`src/design/lpcc_defs.svh`:
```
`ifndef LPCC_DEFS_SVH
`define LPCC_DEFS_SVH

// Register byte offsets.
`define LPCC_CFG1_OFFSET 8'h00
`define LPCC_CFG2_OFFSET 8'h04
`define LPCC_TRIM_OFFSET 8'h08
`define LPCC_CTRL_OFFSET 8'h0C
`define LPCC_STAT_OFFSET 8'h10
`define LPCC_BRK_OFFSET 8'h14
`define LPCC_EXT_OFFSET 8'h18

// Field positions.
`define LPCC_CFG1_STOP_EN 0
`define LPCC_CFG1_WDOG_EN 1
`define LPCC_CFG1_SHORT_REC 2
`define LPCC_CTRL_WDOG_SVC 0
`define LPCC_EXT_MASK 0
`define LPCC_EXT_ENABLE 1

// Reset values.
`define LPCC_CFG1_RESET 3'h3
`define LPCC_CFG2_RESET 2'h0
`define LPCC_TRIM_RESET 8'h80
`define LPCC_EXT_RESET 2'h3
`define LPCC_BRK_RESET 16'h0000

// Timing.
`define LPCC_ACLK_MHZ 100
`define LPCC_INT_OSC_MHZ 16
`define LPCC_ACC_BITS 16
`define LPCC_INT_OSC_STEP ((`LPCC_INT_OSC_MHZ * (1 << `LPCC_ACC_BITS)) / `LPCC_ACLK_MHZ)
`define LPCC_STOP_REC_LONG 4096
`define LPCC_STOP_REC_SHORT 32
`define LPCC_RST_PIN_CYCLES 32

`endif

```
`src/design/lpcc_pkg.sv`:
```
package lpcc_pkg;

  typedef enum logic [3:0] {
    LPCC_RUN = 4'b0001,
    LPCC_WAIT = 4'b0010,
    LPCC_STOP = 4'b0100,
    LPCC_RECOVER = 4'b1000
  } lpcc_state_type;

  typedef enum logic [1:0] {
    LPCC_SRC_INTERNAL = 2'b00,
    LPCC_SRC_RC = 2'b01,
    LPCC_SRC_CRYSTAL = 2'b10,
    LPCC_SRC_CRYSTAL_ALT = 2'b11
  } lpcc_src_type;

endpackage

```
`src/design/lpcc_clk_div.sv`:
```
`timescale 1ns/10ps
// Divides the fast source tick by two and by four into tick enables.
module lpcc_clk_div
(
  input wire logic aclk,
  input wire logic aresetn,
  input wire logic fast_tick,
  output logic half_tick,
  output logic bus_tick
);

  logic [1:0] phase_q;

  always_ff @(posedge aclk)
  begin
    if (!aresetn)
    begin
      phase_q <= 2'h0;
    end
    else if (fast_tick)
    begin
      phase_q <= phase_q + 2'h1;
    end
  end

  always_ff @(posedge aclk)
  begin
    if (!aresetn)
    begin
      half_tick <= 1'b0;
      bus_tick <= 1'b0;
    end
    else
    begin
      half_tick <= fast_tick & phase_q[0];
      bus_tick <= fast_tick & (phase_q == 2'h3);
    end
  end

endmodule

```
`src/design/lpcc_top.sv`:
```
`timescale 1ns/10ps
`include "lpcc_defs.svh"

////////////////////////////////////////////////////////////////////////////////
// What this block does
// - Break stays inactive in stop; registers kept.
// - Wait clears mask; reset wake sets it.
// - Stop clears mask; reset wake sets it.
// - Wait and stop gate off CPU clock.
// - After stop, CPU clock restarts only after stabilisation delay.
// - Recovery lasts 4096 ticks, or 32 short.
// - Recovery counter cleared through stop, then times.
// - Watchdog runs in wait, resets on timeout.
// - Stop removes watchdog clock, clears prescaler.
// - Stop enable bit gates the stop instruction.
// - Unmasked enabled external request wakes from wait.
// - Unmasked external request wakes from stop.
// - Internal oscillator nominal 16 MHz, trimmable.
// - Fast clock is selected source; clocks watchdog.
// - Half clock halves; bus clock is quarter.
// - Wait leaves oscillator and fast, half and bus clocks running.
// - Stop disables selected oscillator and clocks.
// - Break state keeps oscillator clocks running.
// - Two select bits choose source; defined reset.
// - Interrupts taken after instruction, lowest index first.
// - Entry sets mask, loads vector.
// - Every internal reset drives reset pin low.
module lpcc_top
#(
  parameter int NUM_IRQ = 8,
  parameter int STOP_REC_LONG = `LPCC_STOP_REC_LONG,
  parameter int WDOG_PRESCALE_BITS = 8,
  parameter int WDOG_TIMEOUT = 1024
)
(
  input wire logic aclk,
  input wire logic aresetn,
  input wire logic [7:0] s_axi_awaddr,
  input wire logic s_axi_awvalid,
  output logic s_axi_awready,
  input wire logic [31:0] s_axi_wdata,
  input wire logic [3:0] s_axi_wstrb,
  input wire logic s_axi_wvalid,
  output logic s_axi_wready,
  output logic [1:0] s_axi_bresp,
  output logic s_axi_bvalid,
  input wire logic s_axi_bready,
  input wire logic [7:0] s_axi_araddr,
  input wire logic s_axi_arvalid,
  output logic s_axi_arready,
  output logic [31:0] s_axi_rdata,
  output logic [1:0] s_axi_rresp,
  output logic s_axi_rvalid,
  input wire logic s_axi_rready,
  input wire logic crystal_osc_clock,
  input wire logic resistor_cap_osc_clock,
  input wire logic wait_exec,
  input wire logic stop_exec,
  input wire logic instr_done,
  input wire logic return_from_interrupt,
  input wire logic [NUM_IRQ-1:0] irq_pending,
  input wire logic ext_irq_request,
  input wire logic break_request,
  output logic fast_source_clock,
  output logic half_source_clock,
  output logic bus_clock,
  output logic cpu_clock,
  output logic watchdog_clock_input,
  output logic interrupt_mask,
  output logic int_entry,
  output logic [$clog2(NUM_IRQ+1)-1:0] int_vector,
  output logic internal_reset,
  output logic reset_pin_out,
  output logic reset_pin_oe,
  output logic break_active
);
  import lpcc_pkg::*;

  localparam int VW = $clog2(NUM_IRQ + 1);
  localparam logic [15:0] OSC_STEP = 16'(`LPCC_INT_OSC_STEP);

  lpcc_state_type state_q;
  logic [2:0] cfg1_q;
  lpcc_src_type cfg2_q;
  logic [7:0] trim_q;
  logic [1:0] ext_q;
  logic [15:0] brk_q;
  logic [16:0] osc_acc_q;
  logic int_tick;
  logic src_tick;
  logic fast_d;
  logic half_tick;
  logic bus_tick;
  logic [12:0] rec_cnt_q;
  logic [12:0] rec_target;
  logic [WDOG_PRESCALE_BITS-1:0] wd_pre_q;
  logic [15:0] wd_cnt_q;
  logic wd_timeout;
  logic wd_service;
  logic [5:0] rst_cnt_q;
  logic ext_wake;
  logic [NUM_IRQ:0] req_all;
  logic [VW-1:0] win_idx;
  logic win_any;
  logic aw_held_q;
  logic w_held_q;
  logic [7:0] awaddr_q;
  logic [31:0] wdata_q;
  logic wr_fire;
  logic wr_ok;
  logic wstrb0_q;

  //////////////////////////////////////////////////////////////////////////////
  // Oscillator sources and clock enables.

  always_ff @(posedge aclk)
  begin
    if (!aresetn)
    begin
      osc_acc_q <= 17'h0_0000;
    end
    else if (state_q != LPCC_STOP)
    begin
      osc_acc_q <= {1'b0, osc_acc_q[15:0]} + {1'b0, OSC_STEP}
                   + {{10{~trim_q[7]}}, trim_q[6:0]} + 17'h0_0001;
    end
  end

  assign int_tick = osc_acc_q[16];

  always_comb
  begin
    unique case (cfg2_q)
      LPCC_SRC_INTERNAL: src_tick = int_tick;
      LPCC_SRC_RC: src_tick = resistor_cap_osc_clock;
      LPCC_SRC_CRYSTAL: src_tick = crystal_osc_clock;
      LPCC_SRC_CRYSTAL_ALT: src_tick = crystal_osc_clock;
    endcase
  end

  // The oscillator runs in wait, break and recovery, and only stop gates it.
  assign fast_d = src_tick & (state_q != LPCC_STOP);

  always_ff @(posedge aclk)
  begin
    if (!aresetn)
    begin
      fast_source_clock <= 1'b0;
      half_source_clock <= 1'b0;
      bus_clock <= 1'b0;
      cpu_clock <= 1'b0;
    end
    else
    begin
      fast_source_clock <= fast_d;
      half_source_clock <= half_tick;
      bus_clock <= bus_tick;
      cpu_clock <= bus_tick & (state_q == LPCC_RUN) & ~internal_reset;
    end
  end

  lpcc_clk_div u_div
  (
    .aclk(aclk),
    .aresetn(aresetn),
    .fast_tick(fast_d),
    .half_tick(half_tick),
    .bus_tick(bus_tick)
  );

  //////////////////////////////////////////////////////////////////////////////
  // Low-power state machine and stop recovery.

  assign ext_wake = ext_irq_request & ~ext_q[`LPCC_EXT_MASK];
  assign rec_target = cfg1_q[`LPCC_CFG1_SHORT_REC] ? 13'(`LPCC_STOP_REC_SHORT)
                      : 13'(STOP_REC_LONG);

  always_ff @(posedge aclk)
  begin
    if (!aresetn)
    begin
      state_q <= LPCC_RUN;
    end
    else if (wd_timeout)
    begin
      state_q <= LPCC_RUN;
    end
    else
    begin
      unique case (state_q)
        LPCC_RUN:
        begin
          if (stop_exec && cfg1_q[`LPCC_CFG1_STOP_EN])
          begin
            state_q <= LPCC_STOP;
          end
          else if (wait_exec)
          begin
            state_q <= LPCC_WAIT;
          end
        end
        LPCC_WAIT:
        begin
          if ((ext_wake && ext_q[`LPCC_EXT_ENABLE]) || (|irq_pending))
          begin
            state_q <= LPCC_RUN;
          end
        end
        LPCC_STOP:
        begin
          if (ext_wake)
          begin
            state_q <= LPCC_RECOVER;
          end
        end
        LPCC_RECOVER:
        begin
          if (fast_d && rec_cnt_q == rec_target - 13'h0001)
          begin
            state_q <= LPCC_RUN;
          end
        end
      endcase
    end
  end

  always_ff @(posedge aclk)
  begin
    if (!aresetn || state_q != LPCC_RECOVER)
    begin
      rec_cnt_q <= 13'h0000;
    end
    else if (fast_d)
    begin
      rec_cnt_q <= rec_cnt_q + 13'h0001;
    end
  end

  //////////////////////////////////////////////////////////////////////////////
  // Watchdog and internal reset.

  always_ff @(posedge aclk)
  begin
    if (!aresetn || state_q == LPCC_STOP)
    begin
      wd_pre_q <= '0;
      watchdog_clock_input <= 1'b0;
    end
    else
    begin
      wd_pre_q <= fast_d ? wd_pre_q + 1'b1 : wd_pre_q;
      watchdog_clock_input <= fast_d & (&wd_pre_q);
    end
  end

  assign wd_timeout = cfg1_q[`LPCC_CFG1_WDOG_EN] && watchdog_clock_input
                      && wd_cnt_q == 16'(WDOG_TIMEOUT - 1);

  always_ff @(posedge aclk)
  begin
    if (!aresetn || wd_service || wd_timeout || !cfg1_q[`LPCC_CFG1_WDOG_EN])
    begin
      wd_cnt_q <= 16'h0000;
    end
    else if (watchdog_clock_input)
    begin
      wd_cnt_q <= wd_cnt_q + 16'h0001;
    end
  end

  always_ff @(posedge aclk)
  begin
    if (!aresetn)
    begin
      rst_cnt_q <= 6'h00;
      internal_reset <= 1'b0;
      reset_pin_out <= 1'b0;
      reset_pin_oe <= 1'b0;
    end
    else
    begin
      if (wd_timeout)
      begin
        rst_cnt_q <= 6'(`LPCC_RST_PIN_CYCLES - 1);
      end
      else if (rst_cnt_q != 6'h00)
      begin
        rst_cnt_q <= rst_cnt_q - 6'h01;
      end
      internal_reset <= wd_timeout || rst_cnt_q > 6'h01;
      reset_pin_out <= 1'b0;
      reset_pin_oe <= wd_timeout || rst_cnt_q > 6'h01;
    end
  end

  //////////////////////////////////////////////////////////////////////////////
  // Interrupt mask and arbitration.

  assign req_all = {irq_pending, ext_wake & ext_q[`LPCC_EXT_ENABLE]};

  always_comb
  begin
    win_idx = '0;
    win_any = 1'b0;
    for (int i = NUM_IRQ; i >= 0; i--)
    begin
      if (req_all[i])
      begin
        win_idx = VW'(i);
        win_any = 1'b1;
      end
    end
  end

  always_ff @(posedge aclk)
  begin
    if (!aresetn)
    begin
      interrupt_mask <= 1'b1;
      int_entry <= 1'b0;
      int_vector <= '0;
    end
    else
    begin
      int_entry <= 1'b0;
      if (wd_timeout)
      begin
        interrupt_mask <= 1'b1;
      end
      else if (state_q == LPCC_RUN && stop_exec && cfg1_q[`LPCC_CFG1_STOP_EN])
      begin
        interrupt_mask <= 1'b0;
      end
      else if (state_q == LPCC_RUN && wait_exec)
      begin
        interrupt_mask <= 1'b0;
      end
      else if (state_q == LPCC_RUN && instr_done && !interrupt_mask && win_any)
      begin
        interrupt_mask <= 1'b1;
        int_entry <= 1'b1;
        int_vector <= win_idx;
      end
      else if (return_from_interrupt)
      begin
        interrupt_mask <= 1'b0;
      end
    end
  end

  //////////////////////////////////////////////////////////////////////////////
  // Break state.

  always_ff @(posedge aclk)
  begin
    if (!aresetn)
    begin
      break_active <= 1'b0;
    end
    else
    begin
      break_active <= break_request & (state_q != LPCC_STOP);
    end
  end

  //////////////////////////////////////////////////////////////////////////////
  // AXI4-Lite register slave.

  assign wr_fire = aw_held_q && w_held_q && !s_axi_bvalid;
  assign wr_ok = awaddr_q == `LPCC_CFG1_OFFSET || awaddr_q == `LPCC_CFG2_OFFSET
                 || awaddr_q == `LPCC_TRIM_OFFSET || awaddr_q == `LPCC_CTRL_OFFSET
                 || awaddr_q == `LPCC_STAT_OFFSET || awaddr_q == `LPCC_BRK_OFFSET
                 || awaddr_q == `LPCC_EXT_OFFSET;
  assign wd_service = wr_fire && awaddr_q == `LPCC_CTRL_OFFSET && wdata_q[`LPCC_CTRL_WDOG_SVC];

  always_ff @(posedge aclk)
  begin
    if (!aresetn)
    begin
      aw_held_q <= 1'b0;
      w_held_q <= 1'b0;
      awaddr_q <= 8'h00;
      wdata_q <= 32'h0000_0000;
      wstrb0_q <= 1'b0;
      s_axi_awready <= 1'b0;
      s_axi_wready <= 1'b0;
      s_axi_bvalid <= 1'b0;
      s_axi_bresp <= 2'h0;
    end
    else
    begin
      s_axi_awready <= !aw_held_q && !s_axi_awready && s_axi_awvalid;
      s_axi_wready <= !w_held_q && !s_axi_wready && s_axi_wvalid;
      if (s_axi_awready && s_axi_awvalid)
      begin
        aw_held_q <= 1'b1;
        awaddr_q <= {s_axi_awaddr[7:2], 2'h0};
      end
      if (s_axi_wready && s_axi_wvalid)
      begin
        w_held_q <= 1'b1;
        wdata_q <= s_axi_wdata;
        wstrb0_q <= s_axi_wstrb[0];
      end
      if (wr_fire)
      begin
        aw_held_q <= 1'b0;
        w_held_q <= 1'b0;
        s_axi_bvalid <= 1'b1;
        s_axi_bresp <= wr_ok ? 2'h0 : 2'h2;
      end
      else if (s_axi_bvalid && s_axi_bready)
      begin
        s_axi_bvalid <= 1'b0;
      end
    end
  end

  // Stop entry does not touch these registers, break address included.
  always_ff @(posedge aclk)
  begin
    if (!aresetn)
    begin
      cfg1_q <= `LPCC_CFG1_RESET;
      cfg2_q <= lpcc_src_type'(`LPCC_CFG2_RESET);
      trim_q <= `LPCC_TRIM_RESET;
      ext_q <= `LPCC_EXT_RESET;
      brk_q <= `LPCC_BRK_RESET;
    end
    else if (wr_fire && wstrb0_q)
    begin
      if (awaddr_q == `LPCC_CFG1_OFFSET)
      begin
        cfg1_q <= wdata_q[2:0];
      end
      if (awaddr_q == `LPCC_CFG2_OFFSET)
      begin
        cfg2_q <= lpcc_src_type'(wdata_q[1:0]);
      end
      if (awaddr_q == `LPCC_TRIM_OFFSET)
      begin
        trim_q <= wdata_q[7:0];
      end
      if (awaddr_q == `LPCC_EXT_OFFSET)
      begin
        ext_q <= wdata_q[1:0];
      end
      if (awaddr_q == `LPCC_BRK_OFFSET)
      begin
        brk_q <= wdata_q[15:0];
      end
    end
  end

  always_ff @(posedge aclk)
  begin
    if (!aresetn)
    begin
      s_axi_arready <= 1'b0;
      s_axi_rvalid <= 1'b0;
      s_axi_rdata <= 32'h0000_0000;
      s_axi_rresp <= 2'h0;
    end
    else
    begin
      s_axi_arready <= !s_axi_arready && !s_axi_rvalid && s_axi_arvalid;
      if (s_axi_arready && s_axi_arvalid)
      begin
        s_axi_rvalid <= 1'b1;
        s_axi_rresp <= 2'h0;
        unique case ({s_axi_araddr[7:2], 2'h0})
          `LPCC_CFG1_OFFSET: s_axi_rdata <= {29'h0, cfg1_q};
          `LPCC_CFG2_OFFSET: s_axi_rdata <= {30'h0, cfg2_q};
          `LPCC_TRIM_OFFSET: s_axi_rdata <= {24'h0, trim_q};
          `LPCC_CTRL_OFFSET: s_axi_rdata <= 32'h0000_0000;
          `LPCC_STAT_OFFSET: s_axi_rdata <= {16'h0, wd_cnt_q[7:0], 1'b0,
                                             internal_reset, break_active,
                                             interrupt_mask, state_q};
          `LPCC_BRK_OFFSET: s_axi_rdata <= {16'h0, brk_q};
          `LPCC_EXT_OFFSET: s_axi_rdata <= {30'h0, ext_q};
          default:
          begin
            s_axi_rdata <= 32'h0000_0000;
            s_axi_rresp <= 2'h2;
          end
        endcase
      end
      else if (s_axi_rvalid && s_axi_rready)
      begin
        s_axi_rvalid <= 1'b0;
      end
    end
  end

endmodule

```
`config.mk`:
```
export PLATFORM = sky130hd
export DESIGN_NAME = lpcc_top
export DESIGN_NICKNAME = d
export VERILOG_FILES = /design/src/design/lpcc_pkg.sv /design/src/design/lpcc_clk_div.sv /design/src/design/lpcc_top.sv
export VERILOG_INCLUDE_DIRS = /design/src /design/src/design
export SDC_FILE = /design/constraint.sdc
export NUM_CORES = 1
export LEC_CHECK = 0
export BUFFER_PORTS_ARGS = -buffer_cell sky130_fd_sc_hd__buf_2
export CAP_MARGIN = 0
export CORE_ASPECT_RATIO = 0.9
export CORE_UTILIZATION = 28
export DETAILED_ROUTE_END_ITERATION = 12
export PLACE_DENSITY = 0.5
export SETUP_SLACK_MARGIN = 0.4
export SYNTH_ARGS = -nofsm -noshare
export SYNTH_HDL_FRONTEND = slang
export SYNTH_HIERARCHICAL = 1
export SYNTH_SLANG_ARGS = --single-unit
```
`constraint.sdc`:
```
create_clock -name aclk -period 7.49 [get_ports aclk]
set_input_delay 0.749 -clock aclk [delete_from_list [all_inputs] [get_ports aclk]]
set_output_delay 0.749 -clock aclk [all_outputs]
set_load 0.01 [all_outputs]
```
### Word-level counts from Yosys, hierarchy flattened

Cells that the tools add are included.

* $add $sub $neg: 9
* $lt $le $gt $ge: 1
* eq/ne operators: 28
* mux-type cells: 40
* bitwise logic cells: 16
* reduce and logical (&&, ||, !) cells: 72

Operators by type and width (count)
* 16-bit one-hot mux with 6 select lines: 1
* 4-bit two-way mux: 14
* 6-bit by 3-bit == test with 1-bit output (second input constant): 6
* 1-bit logical AND: 27
* 6-bit by 2-bit == test with 1-bit output (second input constant): 4
* 1-bit two-way mux: 18
* 16-bit by 14-bit adder with 17-bit output (second input constant): 1
* 17-bit by 1-bit adder with 17-bit output (second input constant): 1
* 17-bit adder: 1
* 16-bit by 1-bit adder with 16-bit output (second input constant): 1
* 16-bit by 10-bit == test with 1-bit output (second input constant): 1
* 4-bit one-hot mux with 4 select lines: 1
* 13-bit by 1-bit adder with 13-bit output (second input constant): 1
* 13-bit == test: 1
* 1-bit logical OR: 13
* 13-bit two-way mux: 1
* 13-bit by 1-bit subtractor with 13-bit output (second input constant): 1
* 6-bit by 1-bit == test with 1-bit output (second input constant): 2
* 1-bit logical NOT: 10
* 5-bit two-way mux: 2
* 2-bit AND reduction: 5
* 1-bit bitwise AND: 9
* 8-bit by 1-bit adder with 8-bit output (second input constant): 1
* 8-bit logical NOT: 1
* other kinds (27): 43

* register bits after elaboration: 178
* input bits: 75
* output and inout port bits: 56
* word-level logic and storage cells: 204

### Logic depth before layout (Yosys ltp)

* depth after elaboration: 13
* gate-level depth with buffers: 11
* mapped depth without buffers: 11

### Hierarchy

The synthesis kept the hierarchy.

Modules (own cells, without submodules)
* lpcc_top: instances 1, cells an instance 925, area an instance 7921.3 µm², sequential area each 3123.0 µm²
* lpcc_clk_div: instances 1, cells an instance 11, area an instance 138.9 µm², sequential area each 80.1 µm²

### Least setup slack after synthesis

OpenSTA, ideal clock, no wires.

* kind: reg2reg
* from: register trim_q[1]
* to: register osc_acc_q[13]
* setup time: 0.119 ns
* arrival time: 2.465 ns
* required time: 7.371 ns
* setup slack: 4.906 ns
* stages on the path, launching flop included: 12
* path buffers: 0
* period minus slack after synthesis: 2.584 ns
* cells stage by stage: dfxtp_1 -> inv_1 -> ha_1 -> inv_1 -> ha_1 -> fa_1 -> a21oi_1 -> o211ai_1 -> a31oi_1 -> o21ai_0 -> mux2i_1 -> o221a_2

* cells in the longest elaborated chain, start to end: 2

Ends and longest elaborated chain
* from (decl): RTL line lpcc_top.sv:85 `logic [7:0] trim_q;`
* from (signal assigned): RTL line lpcc_top.sv:426 `` trim_q <= `LPCC_TRIM_RESET; ``
* from (signal assigned): RTL line lpcc_top.sv:442 `trim_q <= wdata_q[7:0];`
* 17-bit adder: RTL line lpcc_top.sv:125 `+ {{10{~trim_q[7]}}, trim_q[6:0]} + 17'h0_0001;`
* 17-bit by 1-bit adder with 17-bit output: RTL line lpcc_top.sv:125
* to (signal assigned): RTL line lpcc_top.sv:124 `osc_acc_q <= {1'b0, osc_acc_q[15:0]} + {1'b0, OSC_STEP}`
* to (decl): RTL line lpcc_top.sv:88 `logic [16:0] osc_acc_q;`

Every way passes these cells.
A chain may end at the register's enable or synchronous reset.

### Worst setup path in the final report

Same ends and word-level chain as after synthesis.

==> key figures <==
Power and ir drop
  – Psw: roughly 0.00067 W
  – Combinational cell fraction of total power: 0.190
  – Proportion of power drawn by the clock network: 0.388
  – Sequential power share: 0.422
  – Leakage power: about 3.8 nW
  – Power per Cell Area: 242 nW/um^2
  – Internal Dissipation: between 0.0015 and 0.002 W
  – Worst voltage drop across the vdd grid: 0.122 mV
  – Fraction of power spent switching nets: 0.300
  – Sum of internal, switching and leakage power: 0.00224 W

Yosys
  – Synth Warn #: 6
  – Mean post-synth cell area: ~8.6 um^2
  – Largest cells by area after synthesis: sky130_fd_sc_hd__dfxtp_1 (40%), sky130_fd_sc_hd__nand2_1 (6.8%), sky130_fd_sc_hd__ha_1 (5.9%), sky130_fd_sc_hd__a21boi_0 (4.5%), sky130_fd_sc_hd__mux2i_1 (3.1%)
  – Portion of the post-synthesis area used by sequential elements: 0.397
  – Cell taking the most area after synthesis: sky130_fd_sc_hd__dfxtp_1
  – Main combinational cell family by area after synthesis: simple AND/OR/NAND/NOR gates
  – Compound-gate portion of the synthesized area: 0.148
  – Share of synthesized area spent on multiplexers: 0.0352
  – Cell count after synthesis: about 940
  – Flop and latch count out of synthesis: 160
  – XOR/XNOR Fraction of Synth Area: 0.0467
  – Most common library cells after synthesis: sky130_fd_sc_hd__dfxtp_1 (160), sky130_fd_sc_hd__nand2_1 (146), sky130_fd_sc_hd__nor2_1 (58)
  – Cell area after synthesis: 8060 um^2
  – Adder-Cell Fraction of Synth Area: 0.0615
  – Number of distinct library cell variants in the gate-level netlist after synthesis: a little over 70
  – Number of synthesized flops with an enable pin: 0
  – Top-count cell post-synth: sky130_fd_sc_hd__dfxtp_1
  – Area share of the leading cell type in the synthesized netlist: 0.397
  – Fraction of the mapped netlist area in simple logic gates: 0.248
  – Share of flip-flops with an asynchronous set or reset: 0
  – Ys flop type: sky130_fd_sc_hd__dfxtp_1

Critical path
  – Critical path class: flop to flop
  – Start of the worst register-to-register path: trim_q[1]
  – Depth of the worst register-to-register path: 11
  – Worst setup path startpoint: trim_q[1]
  – Crit path max fanout: 4
  – Arrival time of data at the critical path endpoint: approximately 3.3 ns
  – Critical path startpoint category: flop
  – Type of element capturing the critical path: flop
  – Worst endpoint required time: between 7 and 8 ns

Floorplan
  – Die span in x: between 150 and 200 um
  – Number of placement rows: between 50 and 60
  – Vertical die dimension: about 160 um
  – Effective utilization at floorplan: 0.287
  – Area of the die: 29,500 um^2
  – Area of the core region: 28,100 um^2
  – I/O pin count: between 100 and 150

CTS
  – H-tree depth reported by CTS: 4
  – Clock transition at the registers of the reported paths: 0.07 ns
  – CTS Root Cell: sky130_fd_sc_hd__clkbuf_16
  – CTS tree: yes
  – Post-CTS Setup Repair Bufs: 0
  – Clock network latency to the later pin of the worst-skew pair: between 0.4 and 0.5 ns
  – CTS sink count: 160
  – # resized after CTS: 0
  – Number of CTS-inserted buffers: 17
  – Clock buffer depth: 2
  – Number of hold buffers added after cts: 0

Run status
  – Status: finished clean

Timing
  – Hold slack final: ~0.44 ns
  – Final Skew: between 0.009 and 0.01 ns
  – Final period utilization: 0.398
  – Transition at the pin with the smallest max-transition slack: between 1 and 1.5 ns
  – Max Transition Viols Final: 0
  – RSZ-0062 raised after global routing: false
  – Fin crit period: between 2 and 3 ns
  – Total setup violations reported at the end of the flow: 0
  – Final-layout setup total negative slack: 0 ns
  – Achievable frequency: 336 MHz
  – Final hold viol count: 0
  – Max-Slew Margin vs Limit: 0.194
  – Final setup margin: 4.51 ns

Routing
  – ANT nets after route: 0
  – Per-cell routed wire length: 14.2 um
  – Vias/cell: ~4.6
  – Iteration count of the initial detailed-routing pass: 7
  – First DRT Iteration DRCs: ~380
  – DRC errors left: 0
  – Vias: between 6,000 and 7,000
  – Total Wirelength: between 15,000 and 20,000 um

Global routing
  – Largest net degree at the start of global routing: between 90 and 100
  – Antenna violations before repair: 2
  – Wire length of the first global-routing pass: 31,800 um
  – Number of global-route vias before repair: between 5,000 and 6,000
  – Residual overflow from global routing: 0
  – All-Layer GR Usage: 0.136

Cells and area
  – Layout overhead on the synthesized area: 15.2%
  – Fraction of the core area covered by cells at the end of the flow: 0.331
  – Fill cell total of the finished layout: around 3,000
  – Net count, final: approximately 1,100
  – Share of cells above drive strength 1: 0.146

Min path
  – Cells on Worst Hold Path: 1
  – Startpoint of the most critical hold path: u_div/half_tick
  – Worst min-delay path class: flop to flop

Placement
  – Minimum setup slack after placement: approximately 4.5 ns
  – Port Buffers: 88
  – Placer congestion estimate: ~0.77
  – Total half-perimeter wirelength after legalization and detailed placement: between 10,000 and 15,000 um

Flow run
  – Max-capacitance violation count: 0
## flip-flops by register name (all words and copies together) (netlist names), 2 cells and up
register,count
cfg2_q,2
wd_pre_q,8
int_vector,4
cfg1_q,3
state_q,4
wdata_q,16
awaddr_q,6
osc_acc_q,17
wd_cnt_q,16
rst_cnt_q,6
u_div/phase_q,2
s_axi_rdata,16
ext_q,2
rec_cnt_q,13
brk_q,16
trim_q,8
## cells by family after synthesis
kind of cell / Yosys count
flops: 160
buf+inv: 106
fa+ha+maj: 39
compound gates: 182
other cells: 1
simple gates: 377
xor+xnor: 43
mux: 28
## final cells by class
type | count | area [um^2] | area share
Inverter | 41 | 154 | 0.0166
Antenna cell | 1 | 2.50 | 0.000269
Timing Repair Buffer | 91 | 465 | 0.0501
Multi-Input combinational cell | 688 | 4420 | 0.476
Sequential cell | 160 | 3200 | 0.345
Clock inverter | 14 | 149 | 0.0160
Clock buffer | 18 | 439 | 0.0473
Tap cell | 360 | 450 | 0.0485
## power groups by stage
| stage | combinational [W] | clock (W) | sequential (W) |
|---|---|---|---|
| global placement | 0.000424 | 0 | 0.000966 |
| CTS | 0.000430 | 0.000899 | 0.000948 |
| floorplan | 0.000347 | 0 | 0.000952 |
| detailed placement | 0.000427 | 0 | 0.000967 |
| finish | 0.000427 | 0.000871 | 0.000947 |
| global route | 0.000490 | 0.000935 | 0.000956 |
## critical path, stage by stage (launching register included)
cell                       delay [ns]
sky130_fd_sc_hd__dfxtp_1         0.38
sky130_fd_sc_hd__inv_1           0.07
sky130_fd_sc_hd__ha_1            0.27
sky130_fd_sc_hd__inv_1           0.04
sky130_fd_sc_hd__ha_1            0.21
sky130_fd_sc_hd__fa_1            0.42
sky130_fd_sc_hd__a21oi_1         0.25
sky130_fd_sc_hd__o211ai_1        0.15
sky130_fd_sc_hd__a31oi_1         0.38
sky130_fd_sc_hd__o21ai_0         0.26
sky130_fd_sc_hd__mux2i_1         0.16
sky130_fd_sc_hd__o221a_2         0.27
## path summary, 6_finish.rpt
path / endpoint / slack (ns)
worst min-delay path: half_source_clock / 0.44
worst max register to register: osc_acc_q[13] / 4.51
worst min register to register: half_source_clock / 0.44
worst max-delay path: osc_acc_q[13] / 4.51
## through the flow
step                      area (um^2)  cells
after floorplan                  8130    954
after global placement           8700   1340
after detailed placement         8700   1340
after CTS                        9280   1372
after global routing             9290   1373
final                            9290   1373
## cell usage in the layout (no fill, tap or decap), types with 3 or more instances in the layout
cell and instances:
sky130_fd_sc_hd__nand2b_1 6, sky130_fd_sc_hd__mux2i_1 25, sky130_fd_sc_hd__nor2_1 58, sky130_fd_sc_hd__and4_1 3, sky130_fd_sc_hd__nor4b_1 4, sky130_fd_sc_hd__xor2_1 27
sky130_fd_sc_hd__nand3_1 27, sky130_fd_sc_hd__and3_1 9, sky130_fd_sc_hd__and2_1 28, sky130_fd_sc_hd__a22oi_1 10, sky130_fd_sc_hd__buf_4 4, sky130_fd_sc_hd__nor4bb_1 3
sky130_fd_sc_hd__a222oi_1 4, sky130_fd_sc_hd__nand4_1 11, sky130_fd_sc_hd__conb_1 19, sky130_fd_sc_hd__inv_6 3, sky130_fd_sc_hd__clkinv_4 5, sky130_fd_sc_hd__a21boi_0 48
sky130_fd_sc_hd__nor2b_1 17, sky130_fd_sc_hd__or3_1 10, sky130_fd_sc_hd__o211ai_1 7, sky130_fd_sc_hd__a21oi_1 33, sky130_fd_sc_hd__ha_1 38, sky130_fd_sc_hd__dfxtp_1 160
sky130_fd_sc_hd__xnor2_1 16, sky130_fd_sc_hd__a21o_1 3, sky130_fd_sc_hd__nand3b_1 5, sky130_fd_sc_hd__a31oi_1 8, sky130_fd_sc_hd__clkbuf_16 17, sky130_fd_sc_hd__o21ai_0 48
sky130_fd_sc_hd__nor3b_1 5, sky130_fd_sc_hd__buf_2 87, sky130_fd_sc_hd__nor3_1 15, sky130_fd_sc_hd__inv_1 41, sky130_fd_sc_hd__a211oi_1 4, sky130_fd_sc_hd__mux2_2 3
sky130_fd_sc_hd__nand2_1 146, sky130_fd_sc_hd__nand4b_1 5
## per-layer routing
layer,track usage,up-vias,part of all wire
met5,0,-,0.00067
met4,0.0342,2,0.0070
met3,0.0302,12,0.040
met2,0.208,101,0.43
met1,0.192,2925,0.52
li1,-,3322,-
No activity file was read; power rests on OpenSTA's default activity.
